`config.mk`:
```
export PLATFORM = sky130hd
export DESIGN_NAME = usart_rx_multidrop_buffer
export DESIGN_NICKNAME = d
export VERILOG_FILES = /design/src/usart_pkg.sv /design/src/usart_rx_multidrop_buffer.sv
export SDC_FILE = /design/constraint.sdc
export NUM_CORES = 1
export LEC_CHECK = 0
export BUFFER_PORTS_ARGS = -buffer_cell sky130_fd_sc_hd__buf_2
export CAP_MARGIN = 20
export CORE_MARGIN = 3
export CORE_UTILIZATION = 35
export DETAILED_ROUTE_END_ITERATION = 7
export GPL_ROUTABILITY_DRIVEN = 0
export PLACE_DENSITY = 0.55
export SLEW_MARGIN = 40
export SYNTH_ARGS = -nofsm -noshare
export SYNTH_HDL_FRONTEND = slang
export SYNTH_SLANG_ARGS = --single-unit
```
`constraint.sdc`:
```
create_clock -name mclk -period 5.2 [get_ports mclk]
set_input_delay 0.26 -clock mclk [delete_from_list [all_inputs] [get_ports mclk]]
set_output_delay 0.26 -clock mclk [all_outputs]
set_load 0.005 [all_outputs]
```
`src/usart_pkg.sv`:
```
package usart_pkg;

	// ----------------------------------------------------------------
	// Register map
	// ----------------------------------------------------------------
	localparam logic [2:0] ADDR_DATA  = 3'h0;
	localparam logic [2:0] ADDR_STATA = 3'h1;
	localparam logic [2:0] ADDR_CTRLB = 3'h2;
	localparam logic [2:0] ADDR_CTRLC = 3'h3;
	localparam logic [2:0] ADDR_BAUD  = 3'h4;

	// ----------------------------------------------------------------
	// Field positions
	// ----------------------------------------------------------------
	localparam int A_RXC  = 7;
	localparam int A_TXC  = 6;
	localparam int A_TXE  = 5;
	localparam int A_FE   = 4;
	localparam int A_OVR  = 3;
	localparam int A_DBL  = 1;
	localparam int A_FILT = 0;
	localparam int B_RXEN = 4;
	localparam int B_TXEN = 3;
	localparam int B_SZ2  = 2;
	localparam int B_RX9  = 1;
	localparam int B_TX9  = 0;
	localparam int C_STOP = 3;
	localparam int C_SZ1  = 2;
	localparam int C_SZ0  = 1;

	// ----------------------------------------------------------------
	// Reset values and timing
	// ----------------------------------------------------------------
	localparam logic [2:0] SIZE_RST   = 3'h3;
	localparam logic [2:0] SIZE_NINE  = 3'h7;
	localparam logic [4:0] SPB_NORM   = 5'h10;
	localparam logic [4:0] SPB_DBL    = 5'h08;
	localparam logic [4:0] FIRST_NORM = 5'h08;
	localparam logic [4:0] FIRST_DBL  = 5'h04;
	localparam logic [1:0] FIFO_DEPTH = 2'h2;

	typedef enum logic [1:0] {
		RX_IDLE  = 2'b00,
		RX_START = 2'b01,
		RX_DATA  = 2'b10,
		RX_STOP  = 2'b11
	} rx_state_t;

endpackage : usart_pkg

```
`src/usart_rx_multidrop_buffer.sv`:
```
// Our own choices: the strobed register port and the register offsets.
module usart_rx_multidrop_buffer #(
	parameter int DIV_W = 8
) (
	// Clock and reset
	input  wire logic             mclk,
	input  wire logic             sys_rst,
	// Register port
	input  wire logic [2:0]       reg_addr,
	input  wire logic [7:0]       reg_wdata,
	input  wire logic             reg_wr,
	input  wire logic             reg_rd,
	output logic      [7:0]       reg_rdata,
	// Serial line
	input  wire logic             serial_in_pin,
	output logic                  serial_out_pin
);

	// ----------------------------------------------------------------
	// Checks and helpers
	// ----------------------------------------------------------------
	if (DIV_W < 1 || DIV_W > 8) begin : g_chk
		$error("DIV_W must lie between 1 and 8");
	end

	function automatic logic maj(input logic a, input logic b, input logic c);
		maj = (a & b) | (a & c) | (b & c);
	endfunction : maj

	function automatic logic [3:0] data_bits(input logic [2:0] code);
		case (code)
			3'h0: data_bits = 4'h5;
			3'h1: data_bits = 4'h6;
			3'h2: data_bits = 4'h7;
			3'h7: data_bits = 4'h9;
			default: data_bits = 4'h8;
		endcase
	endfunction : data_bits

	// ----------------------------------------------------------------
	// Control registers
	// ----------------------------------------------------------------
	logic             dbl_ff;
	logic             multidrop_filter_en;
	logic             rx_en_ff;
	logic             tx_en_ff;
	logic             stop2_ff;
	logic [2:0]       char_size_code;
	logic             tx_ninth_bit;
	logic [DIV_W-1:0] baud_divisor;
	logic             wr_data;
	logic             rd_data;

	assign wr_data = reg_wr && reg_addr == usart_pkg::ADDR_DATA;
	assign rd_data = reg_rd && reg_addr == usart_pkg::ADDR_DATA;

	always_ff @(posedge mclk) begin
		if (sys_rst) begin
			dbl_ff              <= 1'b0;
			multidrop_filter_en <= 1'b0;
			rx_en_ff            <= 1'b0;
			tx_en_ff            <= 1'b0;
			stop2_ff            <= 1'b0;
			char_size_code      <= usart_pkg::SIZE_RST;
			tx_ninth_bit        <= 1'b0;
			baud_divisor        <= '0;
		end else if (reg_wr) begin
			if (reg_addr == usart_pkg::ADDR_STATA) begin
				dbl_ff              <= reg_wdata[usart_pkg::A_DBL];
				multidrop_filter_en <= reg_wdata[usart_pkg::A_FILT];
			end else if (reg_addr == usart_pkg::ADDR_CTRLB) begin
				rx_en_ff          <= reg_wdata[usart_pkg::B_RXEN];
				tx_en_ff          <= reg_wdata[usart_pkg::B_TXEN];
				char_size_code[2] <= reg_wdata[usart_pkg::B_SZ2];
				tx_ninth_bit      <= reg_wdata[usart_pkg::B_TX9];
			end else if (reg_addr == usart_pkg::ADDR_CTRLC) begin
				stop2_ff            <= reg_wdata[usart_pkg::C_STOP];
				char_size_code[1:0] <= reg_wdata[usart_pkg::C_SZ1:usart_pkg::C_SZ0];
			end else if (reg_addr == usart_pkg::ADDR_BAUD) begin
				baud_divisor <= reg_wdata[DIV_W-1:0];
			end
		end
	end

	// ----------------------------------------------------------------
	// Sample clock
	// ----------------------------------------------------------------
	logic [DIV_W-1:0] baud_cnt_ff;
	logic             tick;
	logic [4:0]       spb;
	logic [4:0]       sfirst;
	logic [3:0]       nbits;
	logic             nine;

	assign tick   = baud_cnt_ff == '0;
	assign spb    = dbl_ff ? usart_pkg::SPB_DBL : usart_pkg::SPB_NORM;
	assign sfirst = dbl_ff ? usart_pkg::FIRST_DBL : usart_pkg::FIRST_NORM;
	assign nbits  = data_bits(char_size_code);
	assign nine   = char_size_code == usart_pkg::SIZE_NINE;

	always_ff @(posedge mclk) begin
		if (sys_rst || tick) begin
			baud_cnt_ff <= baud_divisor;
		end else begin
			baud_cnt_ff <= baud_cnt_ff - DIV_W'(1);
		end
	end

	// ----------------------------------------------------------------
	// Receive line synchroniser
	// ----------------------------------------------------------------
	// The line level only moves once the second and third stages agree.
	logic sync1_ff;
	logic sync2_ff;
	logic sync3_ff;
	logic rxf_ff;

	always_ff @(posedge mclk) begin
		if (sys_rst) begin
			sync1_ff <= 1'b1;
			sync2_ff <= 1'b1;
			sync3_ff <= 1'b1;
			rxf_ff   <= 1'b1;
		end else begin
			sync1_ff <= serial_in_pin;
			sync2_ff <= sync1_ff;
			sync3_ff <= sync2_ff;
			if (sync2_ff == sync3_ff) begin
				rxf_ff <= sync3_ff;
			end
		end
	end

	// ----------------------------------------------------------------
	// Receive state machine
	// ----------------------------------------------------------------
	usart_pkg::rx_state_t rx_st_ff;
	logic [4:0]           rx_cnt_ff;
	logic [3:0]           rx_idx_ff;
	logic [8:0]           rx_sh_ff;
	logic                 v0_ff;
	logic                 v1_ff;
	logic                 vote;
	logic                 vote_pt;
	logic                 frame_done;
	logic                 frame_type;
	logic                 drop;

	assign vote       = maj(v0_ff, v1_ff, rxf_ff);
	assign vote_pt    = tick && rx_st_ff != usart_pkg::RX_IDLE && rx_cnt_ff == sfirst + 5'h2;
	assign frame_done = vote_pt && rx_st_ff == usart_pkg::RX_STOP;
	assign frame_type = nine ? rx_sh_ff[8] : vote;
	assign drop       = multidrop_filter_en && !frame_type;

	always_ff @(posedge mclk) begin
		if (sys_rst || !rx_en_ff) begin
			rx_st_ff  <= usart_pkg::RX_IDLE;
			rx_cnt_ff <= 5'h0;
			rx_idx_ff <= 4'h0;
			rx_sh_ff  <= 9'h000;
			v0_ff     <= 1'b1;
			v1_ff     <= 1'b1;
		end else if (tick) begin
			case (rx_st_ff)
				usart_pkg::RX_IDLE: begin
					if (!rxf_ff) begin
						rx_st_ff  <= usart_pkg::RX_START;
						// The detecting tick is sample one, so the next tick must count as sample two.
						rx_cnt_ff <= 5'h2;
						rx_sh_ff  <= 9'h000;
					end
				end
				default: begin
					if (rx_cnt_ff == sfirst) begin
						v0_ff <= rxf_ff;
					end
					if (rx_cnt_ff == sfirst + 5'h1) begin
						v1_ff <= rxf_ff;
					end
					rx_cnt_ff <= (rx_cnt_ff == spb) ? 5'h1 : rx_cnt_ff + 5'h1;
					if (vote_pt) begin
						if (rx_st_ff == usart_pkg::RX_START && vote) begin
							rx_st_ff <= usart_pkg::RX_IDLE;
						end else if (rx_st_ff == usart_pkg::RX_DATA) begin
							rx_sh_ff[rx_idx_ff] <= vote;
						end else if (rx_st_ff == usart_pkg::RX_STOP) begin
							// Ending at the vote lets the next start bit come early.
							rx_st_ff <= usart_pkg::RX_IDLE;
						end
					end else if (rx_cnt_ff == spb) begin
						if (rx_st_ff == usart_pkg::RX_START) begin
							rx_st_ff  <= usart_pkg::RX_DATA;
							rx_idx_ff <= 4'h0;
						end else if (rx_idx_ff == nbits - 4'h1) begin
							rx_st_ff <= usart_pkg::RX_STOP;
						end else begin
							rx_idx_ff <= rx_idx_ff + 4'h1;
						end
					end
				end
			endcase
		end
	end

	// ----------------------------------------------------------------
	// Receive FIFO
	// ----------------------------------------------------------------
	logic [9:0] fifo_mem [2];
	logic       wptr_ff;
	logic       rptr_ff;
	logic [1:0] count_ff;
	logic       ovr_ff;
	logic       pop;
	logic       push;
	logic       push_ok;

	assign pop     = rd_data && count_ff != 2'h0;
	assign push    = frame_done && !drop;
	assign push_ok = push && (count_ff != usart_pkg::FIFO_DEPTH || pop);

	always_ff @(posedge mclk) begin
		if (sys_rst || !rx_en_ff) begin
			wptr_ff  <= 1'b0;
			rptr_ff  <= 1'b0;
			count_ff <= 2'h0;
		end else begin
			if (push_ok) begin
				fifo_mem[wptr_ff] <= {!vote, rx_sh_ff};
				wptr_ff           <= !wptr_ff;
			end
			if (pop) begin
				rptr_ff <= !rptr_ff;
			end
			count_ff <= count_ff + {1'b0, push_ok} - {1'b0, pop};
		end
	end

	// A read in the same cycle frees a slot, so the arriving frame is kept and overrun does not set.
	always_ff @(posedge mclk) begin
		if (sys_rst || !rx_en_ff) begin
			ovr_ff <= 1'b0;
		end else if (push && !push_ok) begin
			ovr_ff <= 1'b1;
		end else if (pop) begin
			ovr_ff <= 1'b0;
		end
	end

	// ----------------------------------------------------------------
	// Transmitter
	// ----------------------------------------------------------------
	// The transmitter never looks at the filtering bit.
	logic [7:0]  tx_buffer;
	logic        tx_nine_ff;
	logic        txv_ff;
	logic        busy_ff;
	logic [12:0] tx_sh_ff;
	logic [3:0]  tx_left_ff;
	logic [4:0]  tx_cnt_ff;
	logic        tx_complete_flag;
	logic        out_ff;
	logic        accept;
	logic        load;
	logic        tx_end;
	logic [8:0]  dmask;
	logic [8:0]  tx_word;

	assign accept  = wr_data && !txv_ff;
	assign load    = tx_en_ff && txv_ff && !busy_ff;
	assign tx_end  = busy_ff && tick && tx_cnt_ff == spb - 5'h1 && tx_left_ff == 4'h1;
	assign dmask   = 9'h1FF >> (4'h9 - nbits);
	assign tx_word = {tx_nine_ff, tx_buffer} & dmask | ~dmask;

	always_ff @(posedge mclk) begin
		if (sys_rst) begin
			tx_buffer  <= 8'h00;
			tx_nine_ff <= 1'b0;
			txv_ff     <= 1'b0;
		end else if (accept) begin
			tx_buffer  <= reg_wdata;
			tx_nine_ff <= tx_ninth_bit;
			txv_ff     <= 1'b1;
		end else if (load) begin
			txv_ff <= 1'b0;
		end
	end

	always_ff @(posedge mclk) begin
		if (sys_rst) begin
			busy_ff    <= 1'b0;
			tx_sh_ff   <= 13'h1FFF;
			tx_left_ff <= 4'h0;
			tx_cnt_ff  <= 5'h0;
		end else if (load) begin
			busy_ff    <= 1'b1;
			tx_sh_ff   <= {3'h7, tx_word, 1'b0};
			tx_left_ff <= 4'h2 + nbits + {3'h0, stop2_ff};
			tx_cnt_ff  <= 5'h0;
		end else if (busy_ff && tick) begin
			if (tx_cnt_ff == spb - 5'h1) begin
				tx_cnt_ff  <= 5'h0;
				tx_sh_ff   <= {1'b1, tx_sh_ff[12:1]};
				tx_left_ff <= tx_left_ff - 4'h1;
				busy_ff    <= !tx_end;
			end else begin
				tx_cnt_ff <= tx_cnt_ff + 5'h1;
			end
		end
	end

	always_ff @(posedge mclk) begin
		if (sys_rst) begin
			out_ff <= 1'b1;
		end else begin
			out_ff <= busy_ff ? tx_sh_ff[0] : 1'b1;
		end
	end

	// Completion sets over a write-one clear arriving in the same cycle.
	always_ff @(posedge mclk) begin
		if (sys_rst) begin
			tx_complete_flag <= 1'b0;
		end else if (tx_end && !txv_ff) begin
			tx_complete_flag <= 1'b1;
		end else if (reg_wr && reg_addr == usart_pkg::ADDR_STATA && reg_wdata[usart_pkg::A_TXC]) begin
			tx_complete_flag <= 1'b0;
		end
	end

	// ----------------------------------------------------------------
	// Read path
	// ----------------------------------------------------------------
	logic [9:0] head;
	logic [7:0] rd_mux;

	assign head = count_ff != 2'h0 ? fifo_mem[rptr_ff] : 10'h000;

	always_comb begin
		rd_mux = 8'h00;
		if (reg_addr == usart_pkg::ADDR_DATA) begin
			rd_mux = head[7:0];
		end else if (reg_addr == usart_pkg::ADDR_STATA) begin
			rd_mux[usart_pkg::A_RXC]  = count_ff != 2'h0;
			rd_mux[usart_pkg::A_TXC]  = tx_complete_flag;
			rd_mux[usart_pkg::A_TXE]  = !txv_ff;
			rd_mux[usart_pkg::A_FE]   = head[9];
			rd_mux[usart_pkg::A_OVR]  = ovr_ff;
			rd_mux[usart_pkg::A_DBL]  = dbl_ff;
			rd_mux[usart_pkg::A_FILT] = multidrop_filter_en;
		end else if (reg_addr == usart_pkg::ADDR_CTRLB) begin
			rd_mux[usart_pkg::B_RXEN] = rx_en_ff;
			rd_mux[usart_pkg::B_TXEN] = tx_en_ff;
			rd_mux[usart_pkg::B_SZ2]  = char_size_code[2];
			rd_mux[usart_pkg::B_RX9]  = head[8];
			rd_mux[usart_pkg::B_TX9]  = tx_ninth_bit;
		end else if (reg_addr == usart_pkg::ADDR_CTRLC) begin
			rd_mux[usart_pkg::C_STOP] = stop2_ff;
			rd_mux[usart_pkg::C_SZ1]  = char_size_code[1];
			rd_mux[usart_pkg::C_SZ0]  = char_size_code[0];
		end else if (reg_addr == usart_pkg::ADDR_BAUD) begin
			rd_mux[DIV_W-1:0] = baud_divisor;
		end
	end

	always_ff @(posedge mclk) begin
		if (sys_rst) begin
			reg_rdata <= 8'h00;
		end else begin
			reg_rdata <= reg_rd ? rd_mux : 8'h00;
		end
	end

	assign serial_out_pin = out_ff;

	// ----------------------------------------------------------------
	// Checks
	// ----------------------------------------------------------------
	property p_wrap;
		@(posedge mclk) disable iff (sys_rst)
		(rx_en_ff && tick && rx_st_ff != usart_pkg::RX_IDLE && rx_cnt_ff == spb) |=> rx_cnt_ff == 5'h1;
	endproperty
	a_wrap: assert property (p_wrap) else $error("sample counter did not wrap");

	property p_start_reject;
		@(posedge mclk) disable iff (sys_rst)
		(rx_en_ff && vote_pt && rx_st_ff == usart_pkg::RX_START && vote) |=> rx_st_ff == usart_pkg::RX_IDLE;
	endproperty
	a_start_reject: assert property (p_start_reject) else $error("noise start accepted");

	property p_drop;
		@(posedge mclk) disable iff (sys_rst)
		(rx_en_ff && frame_done && drop && !pop) |=> count_ff == $past(count_ff) && !$rose(ovr_ff);
	endproperty
	a_drop: assert property (p_drop) else $error("dropped frame changed buffer");

	property p_addr_kept;
		@(posedge mclk) disable iff (sys_rst)
		(rx_en_ff && frame_done && frame_type && count_ff == 2'h0) |=> count_ff == 2'h1;
	endproperty
	a_addr_kept: assert property (p_addr_kept) else $error("address frame lost");

	property p_rxc;
		@(posedge mclk) disable iff (sys_rst)
		(reg_rd && reg_addr == usart_pkg::ADDR_STATA) |=> reg_rdata[usart_pkg::A_RXC] == ($past(count_ff) != 2'h0);
	endproperty
	a_rxc: assert property (p_rxc) else $error("receive complete wrong");

	property p_pop;
		@(posedge mclk) disable iff (sys_rst)
		(rx_en_ff && rd_data && count_ff != 2'h0 && !push) |=> count_ff == $past(count_ff) - 2'h1;
	endproperty
	a_pop: assert property (p_pop) else $error("read did not advance FIFO");

	property p_ignore_wr;
		@(posedge mclk) disable iff (sys_rst)
		(wr_data && txv_ff) |=> tx_buffer == $past(tx_buffer);
	endproperty
	a_ignore_wr: assert property (p_ignore_wr) else $error("full buffer overwritten");

	property p_load;
		@(posedge mclk) disable iff (sys_rst)
		load |=> busy_ff && !txv_ff ##1 out_ff == 1'b0;
	endproperty
	a_load: assert property (p_load) else $error("transmit load failed");

endmodule : usart_rx_multidrop_buffer

```
==> qor.csv, run 1 <==
stage,metric,value,unit
timing,hold_viol,0,
logic_synthesis,syn_nets,666,
route,drc,0,
logic_synthesis,synth_ff_type,dfxtp_1,
logic_synthesis,synth_edf_count,20,
power_and_ir_drop,vdd_drop_max,0.2224,mV
route,first_iter_violations,214,
cells_and_area,fin_util,41.98,%
global_routing,antenna_found_initial,0,
logic_synthesis,synth_top_area_cell,dfxtp_1,
global_routing,overflow,0,
place,dp_hpwl,9.665,mm
cts,cts-root-buf,clkbuf_16,
timing,worst_pin_slew,0.7661,ns
floorplanning,die-height,134.3,um
cells_and_area,mostFrequentLayoutCells,"97 x dfxtp_1, 76 x nor2_1, 45 x a21oi_1",
logic_synthesis,synthTopCellsByArea,"dfxtp_1 34%, edfxtp_1 10%, mux2i_1 7.3%, ha_1 6.1%, nor2_1 5.0%",
cts,clk-insertion-delay-late,0.42,ns
floorplanning,core-area,0.01600,sq mm
cells_and_area,mostFrequentLayoutCell,dfxtp_1,
cells_and_area,layout-drive-gt1-share,12.94,%
worst_setup_path,critPathArrivalTime,3.74,ns
cts,clk_pin_slew,0.05,ns
floorplanning,pin_count,25,
logic_synthesis,ys_types,61,
cells_and_area,nets,680,
power_and_ir_drop,p_leak,2.440,nW
cells_and_area,layout.cells.non_filler,865,
logic_synthesis,synth_top_area_share,33.73,%
route,drt-total-wl,13.47,mm
run,maxCapViolations,0,
cts,cts_sinks,117,
timing,period_share,65.33,%
worst_setup_path,rrSetupSlack,1.80,ns
worst_setup_path,slowest_stage,a2111oi_2,
worst_setup_path,critical_path_buf_inv_count,1,
cts,cts_buffers,17,
place,place_inst,833,
logic_synthesis,syn_inst,622,
worst_setup_path,critical_path_class,flop to flop,
global_routing,grt_start_max_net_pins,54,
place,port_buffers,24,
global_routing,grt_pass1_wl,22.31,mm
floorplanning,die_area,0.01802,sq mm
route,via_per_inst,5.082,
cts,clockBufferDepth,2,
timing,clock_skew,0.009706,ns
power_and_ir_drop,p_per_area,349.8,mW/mm^2
timing,setup_viol,0,
min_path,min_path_type,input pin to flop,
logic_synthesis,synth.avg_cell_area,9.255,sq um
floorplanning,start_util,35.98,%
logic_synthesis,async_reset_ff_share,0,%
worst_setup_path,path_delay_family,compound AO/OA/AOI/OAI gates,
timing,rsz0062_at_grt,false,
cells_and_area,syn2layout_area_growth,16.69,%
worst_setup_path,slowest_delay,0.67,ns
route,ant_nets,0,
floorplanning,rows,46,
global_routing,gr-usage-all-layers,15.73,%
worst_setup_path,cp.required,5.54,ns
logic_synthesis,ys_ff_latch,117,
cts,cts_setup_buffers,0,
worst_setup_path,cp-start-kind,flop,
route,wl_per_cell,15.58,um
worst_setup_path,cp-end-kind,flop,
timing,finalMaxSlewViolations,0,
cts,cts_tree,done,
status,status,completed,
timing,holdWs,0.02948,ns
cts,cts_hold_buf,0,
cts,htree_levels,4,
worst_setup_path,cp_max_fo,14,
timing,max_freq,294.4,MHz
global_routing,grt_pass1_vias,4355,
logic_synthesis,seq_area_frac_synth,44.16,%
route,dr.pass1.iters,4,
timing,fin_crit,3.397,ns
timing,tns,0,ns
cts,cts_resized,0,
worst_setup_path,path_cells,xor2_1 -> nor2b_1 -> inv_1 -> ha_1 -> nor4bb_1 -> a2111o_1 -> a2111oi_2 -> nand2b_1 -> a31oi_1 -> mux2i_1,
logic_synthesis,yosysWarnings,0,
timing,slew-limit-headroom,48.93,%
floorplanning,die_width,134.3,um
cells_and_area,diodes,0,
logic_synthesis,syn-cell-area,0.005757,sq mm
route,num_vias,4396,
-- sequential cells by signal, indices dropped and copies added (netlist names), 3 cells and up, named ones only --
register,count
baud_cnt_ff,8
reg_rdata,8
baud_divisor,8
rx_idx_ff,4
tx_buffer,8
fifo_mem,20
char_size_code,3
tx_left_ff,4
tx_cnt_ff,5
rx_cnt_ff,5
tx_sh_ff,10
rx_sh_ff,9
-- layout make-up --
class                   count  area [sq um]
multi-input cells         447          3005
clock inverters             7         140.1
fillers                  1612          9283
inverters                  25         93.84
well taps                 216         270.3
repair buffers             28         150.1
flip-flops and latches    117          2542
clock buffers              25         515.5
-- kinds of logic (layout without fill, tap and decap cells) --
| group | after synthesis | in the layout | share of synthesized area (%) |
|---|---|---|---|
| compound gates | 109 | 109 | 12.19 |
| mux | 47 | 47 | 8.281 |
| flops | 117 | 117 | 44.16 |
| xor+xnor | 21 | 21 | 3.195 |
| fa+ha+maj | 29 | 29 | 6.260 |
| buf+inv | 58 | 85 | 3.891 |
| simple gates | 241 | 241 | 22.02 |
-- cell usage after synthesis, drive strengths merged (4+ instances only) --
cell / count
a211o: 6
a211oi: 5
a21oi: 46
a22oi: 6
and3: 6
buf: 5
clkbuf: 28
dfxtp: 97
edfxtp: 20
ha: 28
inv: 25
mux2: 5
mux2i: 42
nand2: 39
nand2b: 12
nand3: 11
nand4b: 7
nor2: 81
nor2b: 14
nor3: 26
nor3b: 6
o21ai: 14
o21bai: 4
o22ai: 6
or2: 8
or3: 6
or4b: 5
xnor2: 14
xor2: 7
-- power breakdown --
| part | leakage (nW) | total (mW) | switching, mW | internal (mW) |
|---|---|---|---|---|
| combinational | 1.11 | 0.115 | 0.0693 | 0.0458 |
| sequential | 1.01 | 0.951 | 0.0171 | 0.934 |
| clock | 0.316 | 1.28 | 0.406 | 0.878 |
| total | 2.44 | 2.35 | 0.493 | 1.86 |
-- layer usage --
metal	vias to the layer above	wire length [um]	part of all wire [%]	GRT usage, %
li1	2223	-	-	-
met1	2097	6424	48	20.00
met2	60	6390	47	26.09
met3	16	474	3.5	4.201
met4	0	185	1.4	5.034
met5	-	0	0	0
-- worst paths after layout --
path,cells past startpoint,start,endpoint
worst max-delay path,10,char_size_code[0],rx_st_ff[0]
worst min-delay path,2,serial_in_pin,sync1_ff
worst max register to register,10,char_size_code[0],rx_st_ff[0]
worst min register to register,1,sync1_ff,sync2_ff
-- through the flow --
stage	power (mW)	worst slack [ns]	cell area [sq um]
global placement	1.080	2.014	6053
finish	2.350	1.803	6718
floorplan	1.048	2.153	5757
detailed placement	1.084	1.864	6062
CTS	2.371	1.847	6718
global route	2.435	1.545	6718
Note: power is estimated with default switching activity, not from simulation.
==> run 2, diff against run 1 <==
Settings changed: ABC_AREA set to 1, PLACE_DENSITY 0.55 to 0.57.
Clock period 5.2 ns to 2.9 ns, I/O delays scaled along.
==> run 2 against run 1 <==
Against the previous run: maximum frequency is 33% higher; count of clock-buffer cells in the layout is 7 lower; critical path depth up 1; power grew 80%; via count is 9.8% higher; utilization rose by 0.51 points; worst hold slack improved by 0.0080 ns; critical endpoint is now count_ff[1]; sequential power grew 86%; synthesized cell count increased by 16%; global-route usage rose by 1.0 points; largest power group unchanged; die area shrank 1.2%.
==> qor.csv, run 2 <==
stage,metric,value,unit,change
logic_synthesis,synth_edf_count,20,,unchanged
logic_synthesis,syn_nets,763,,+15%
route,ant_nets,0,,unchanged
logic_synthesis,synth_commonest_cells,"131 x nand2_1, 97 x dfxtp_1, 82 x nor2_1",,
global_routing,grt_pass1_vias,4552,,+4.5%
floorplanning,rows,45,,-2.2%
timing,clock_skew,0.005185,ns,-0.004521 ns
min_path,min_path_type,input pin to flop,,
global_routing,overflow,0,,unchanged
timing,worst_pin_slew,0.6031,ns,-0.1629 ns
timing,fin_crit,2.551,ns,-0.8461 ns
cells_and_area,layout-drive-gt1-share,13.15,%,+0.21 points
worst_setup_path,cp_max_fo,6,,-8
floorplanning,start_util,36.58,%,+0.60 points
global_routing,gr-usage-all-layers,16.74,%,+1.0 points
worst_setup_path,cp.required,3.24,ns,-2.30 ns
cells_and_area,syn2layout_area_growth,16.18,%,
logic_synthesis,syn-cell-area,0.005684,sq mm,-1.3%
cts,clk_pin_slew,0.05,ns,about the same
power_and_ir_drop,p_clk_share,45.1,%,-9.5 points
worst_setup_path,slowest_delay,0.38,ns,-0.29 ns
route,via_per_inst,4.931,,-3.0%
global_routing,grt_pass1_wl,23.51,mm,+5.4%
route,drc,0,,unchanged
cells_and_area,fillerInstances,1561,,-3.2%
power_and_ir_drop,internal_power,3.069,mW,+65%
timing,finalMaxSlewViolations,0,,unchanged
cts,htree_levels,4,,unchanged
cells_and_area,reg_top3,"fifo_mem: 20 flops, tx_sh_ff: 10 flops, rx_sh_ff: 9 flops",,
floorplanning,core-area,0.01554,sq mm,-2.9%
floorplanning,die_width,133.4,um,-0.60%
worst_setup_path,rrSetupSlack,0.35,ns,-1.45 ns
floorplanning,pin_count,25,,unchanged
logic_synthesis,syn_inst,719,,+16%
cts,cts_sinks,117,,unchanged
cts,cts_buffers,17,,unchanged
logic_synthesis,synth_top_area_cell,dfxtp_1,,
worst_setup_path,path_cells,inv_1 -> ha_1 -> inv_1 -> nand3_2 -> nor2_1 -> nand4_2 -> ha_1 -> inv_1 -> ha_1 -> or2_2 -> a21oi_1,,
timing,slew-limit-headroom,59.75,%,+11 points
worst_setup_path,cp-end-kind,flop,,
power_and_ir_drop,combPwrFrac,13.2,%,+8.3 points
cells_and_area,diodes,0,,unchanged
cells_and_area,largest_register_ffs,20,,unchanged
place,place_inst,946,,+14%
logic_synthesis,synthTopCellsByArea,"dfxtp_1 34%, edfxtp_1 11%, nand2_1 8.7%, ha_1 6.2%, nor2_1 5.4%",,
cts,clk-insertion-delay-late,0.42,ns,about the same
min_path,min_to,tx_buffer[3],,
timing,hold_viol,0,,unchanged
power_and_ir_drop,p_per_area,641.7,mW/mm^2,+83%
place,dp_hpwl,10.81,mm,+12%
place,place_ws,0.3783,ns,-1.486 ns
status,status,completed,,
worst_setup_path,timing.rr.start,rx_st_ff[0],,
timing,tns,0,ns,unchanged
cts,cts_tree,done,,
run,maxCapViolations,0,,unchanged
cells_and_area,layout.cells.non_filler,979,,+13%
worst_setup_path,slowest_stage,dfxtp_1,,
place,port_buffers,24,,unchanged
worst_setup_path,cp-start-kind,flop,,
route,num_vias,4827,,+9.8%
global_routing,grt_start_max_net_pins,24,,-56%
min_path,hold_start,reg_wdata[3],,
logic_synthesis,synth.most_common_cell,nand2_1,,
logic_synthesis,synth.avg_cell_area,7.906,sq um,-15%
timing,max_freq,392.0,MHz,+33%
worst_setup_path,ff2ff_path_depth,11,,+1
power_and_ir_drop,p_leak,2.673,nW,+9.6%
worst_setup_path,critical_path_class,flop to flop,,
cts,cts-root-buf,clkbuf_16,,
route,dr.pass1.iters,5,,+1
timing,period_share,87.96,%,+23 points
floorplanning,die-height,133.4,um,-0.60%
power_and_ir_drop,p_sw,1.168,mW,+140%
timing,worst_slack,0.3491,ns,-1.454 ns
min_path,whs_path_depth,3,,+1
route,wl_per_cell,14.80,um,-5.0%
power_and_ir_drop,vdd_drop_max,0.4751,mV,+110%
logic_synthesis,synth_top_area_share,34.16,%,+0.43 points
floorplanning,die_area,0.01781,sq mm,-1.2%
global_routing,antenna_found_initial,0,,unchanged
cells_and_area,mostFrequentLayoutCells,"131 x nand2_1, 97 x dfxtp_1, 82 x nor2_1",,
logic_synthesis,yosysWarnings,0,,unchanged
logic_synthesis,ys_types,48,,-21%
logic_synthesis,async_reset_ff_share,0,%,unchanged
timing,setup_viol,0,,unchanged
logic_synthesis,ys_ff_latch,117,,unchanged
logic_synthesis,synth_ff_type,dfxtp_1,,
logic_synthesis,seq_area_frac_synth,44.73,%,+0.56 points
route,drt-total-wl,14.49,mm,+7.6%
cts,clockBufferDepth,2,,unchanged
timing,rsz0062_at_grt,false,,
power_and_ir_drop,power,4.238,mW,+80%
power_and_ir_drop,p_sw_share,27.57,%,+6.6 points
cells_and_area,mostFrequentLayoutCell,nand2_1,,
cells_and_area,top_register,fifo_mem,,
worst_setup_path,critPathArrivalTime,2.89,ns,-0.85 ns
route,first_iter_violations,356,,+66%
worst_setup_path,worst_r2r_endpoint,count_ff[1],,
cells_and_area,nets,799,,+18%
power_and_ir_drop,seqPwrFrac,41.7,%,+1.2 points
[run 2: cell count changes in the layout (fill, tap and decap cells not counted), sizes merged, moves of 11 or more]
cell | previous run | this run
nand2 | 39 | 137
inv | 25 | 87
o21ai | 14 | 62
mux2i | 42 | 0
nand3 | 11 | 45
o211ai | 1 | 16
nor2b | 14 | 0
nand2b | 12 | 0
xnor2 | 14 | 3
[run 2: through the flow]
step                hold WS [ns]  cell area (sq um)  utilization, %
floorplan                 0.2488               5684               -
global placement          0.3327               6052           38.95
detailed placement        0.3323               6052           38.95
CTS                      0.01734               6604           42.50
global route             0.03303               6604           42.50
finish                   0.03745               6604           42.50
[run 2: worst max path at each step]
stage,startpoint,cells after the start,endpoint
floorplan,rx_st_ff[0],7,fifo_mem[1][0]
global placement,rx_st_ff[0],11,count_ff[1]
detailed placement,rx_st_ff[0],11,count_ff[1]
CTS,rx_st_ff[0],11,count_ff[1]
global route,rx_st_ff[0],11,count_ff[1]
finish,rx_st_ff[0],11,count_ff[1]
[run 2: repair_timing]
action	in CTS	in global routing
gates resized for setup	0	0
endpoints found under the setup margin	0	0
hold buffers	1	0
endpoints found under the hold margin	1	0
buffers inserted	0	0
[run 2: logic make-up (layout without fill, tap and decap cells)]
| logic type | count (synthesis) | in the layout | share of synthesized area, % |
|---|---|---|---|
| AND/OR/NAND/NOR | 311 | 311 | 24.98 |
| buffers and inverters | 105 | 154 | 7.220 |
| XOR/XNOR | 14 | 14 | 2.157 |
| adder cells (fa/ha/maj) | 28 | 28 | 6.163 |
| AO/OA/AOI/OAI | 144 | 144 | 14.75 |
| flip-flops | 117 | 117 | 44.73 |
[run 2: area by class of cell]
| cell class | instances | area [sq um] | share of cell area (%) |
|---|---|---|---|
| Inverter | 89 | 334.1 | 5.059 |
| Multi-Input combinational cell | 497 | 2731 | 41.36 |
| Timing Repair Buffer | 33 | 190.2 | 2.880 |
| Clock inverter | 14 | 112.6 | 1.705 |
| Sequential cell | 117 | 2542 | 38.50 |
| Clock buffer | 18 | 429.2 | 6.499 |
| Tap cell | 211 | 264.0 | 3.998 |
[run 2: power groups by stage]
stage	Sequential, mW	Combinational, mW	Clock, mW
global placement	1.80	0.546	0
floorplan	1.79	0.440	0
detailed placement	1.80	0.552	0
CTS	1.77	0.559	1.96
global route	1.78	0.627	2.03
finish	1.77	0.559	1.91
[run 2: metal layers]
layer / GRT usage (%) / vias to the layer above / share of wire, %
li1: - / 2471 / -
met1: 22.21 / 2201 / 47
met2: 26.02 / 128 / 45
met3: 3.927 / 27 / 4.9
met5: 0 / - / 0
met4: 7.543 / 0 / 2.9
[run 2: critical path, delay by kind of cell (launching register included)]
| kind | cells | cell delay [ns] |
|---|---|---|
| AND/OR/NAND/NOR | 4 | 0.91 |
| adder cells (fa/ha/maj) | 3 | 0.75 |
| buffers and inverters | 3 | 0.32 |
| flip-flops | 1 | 0.38 |
| AO/OA/AOI/OAI | 1 | 0.11 |
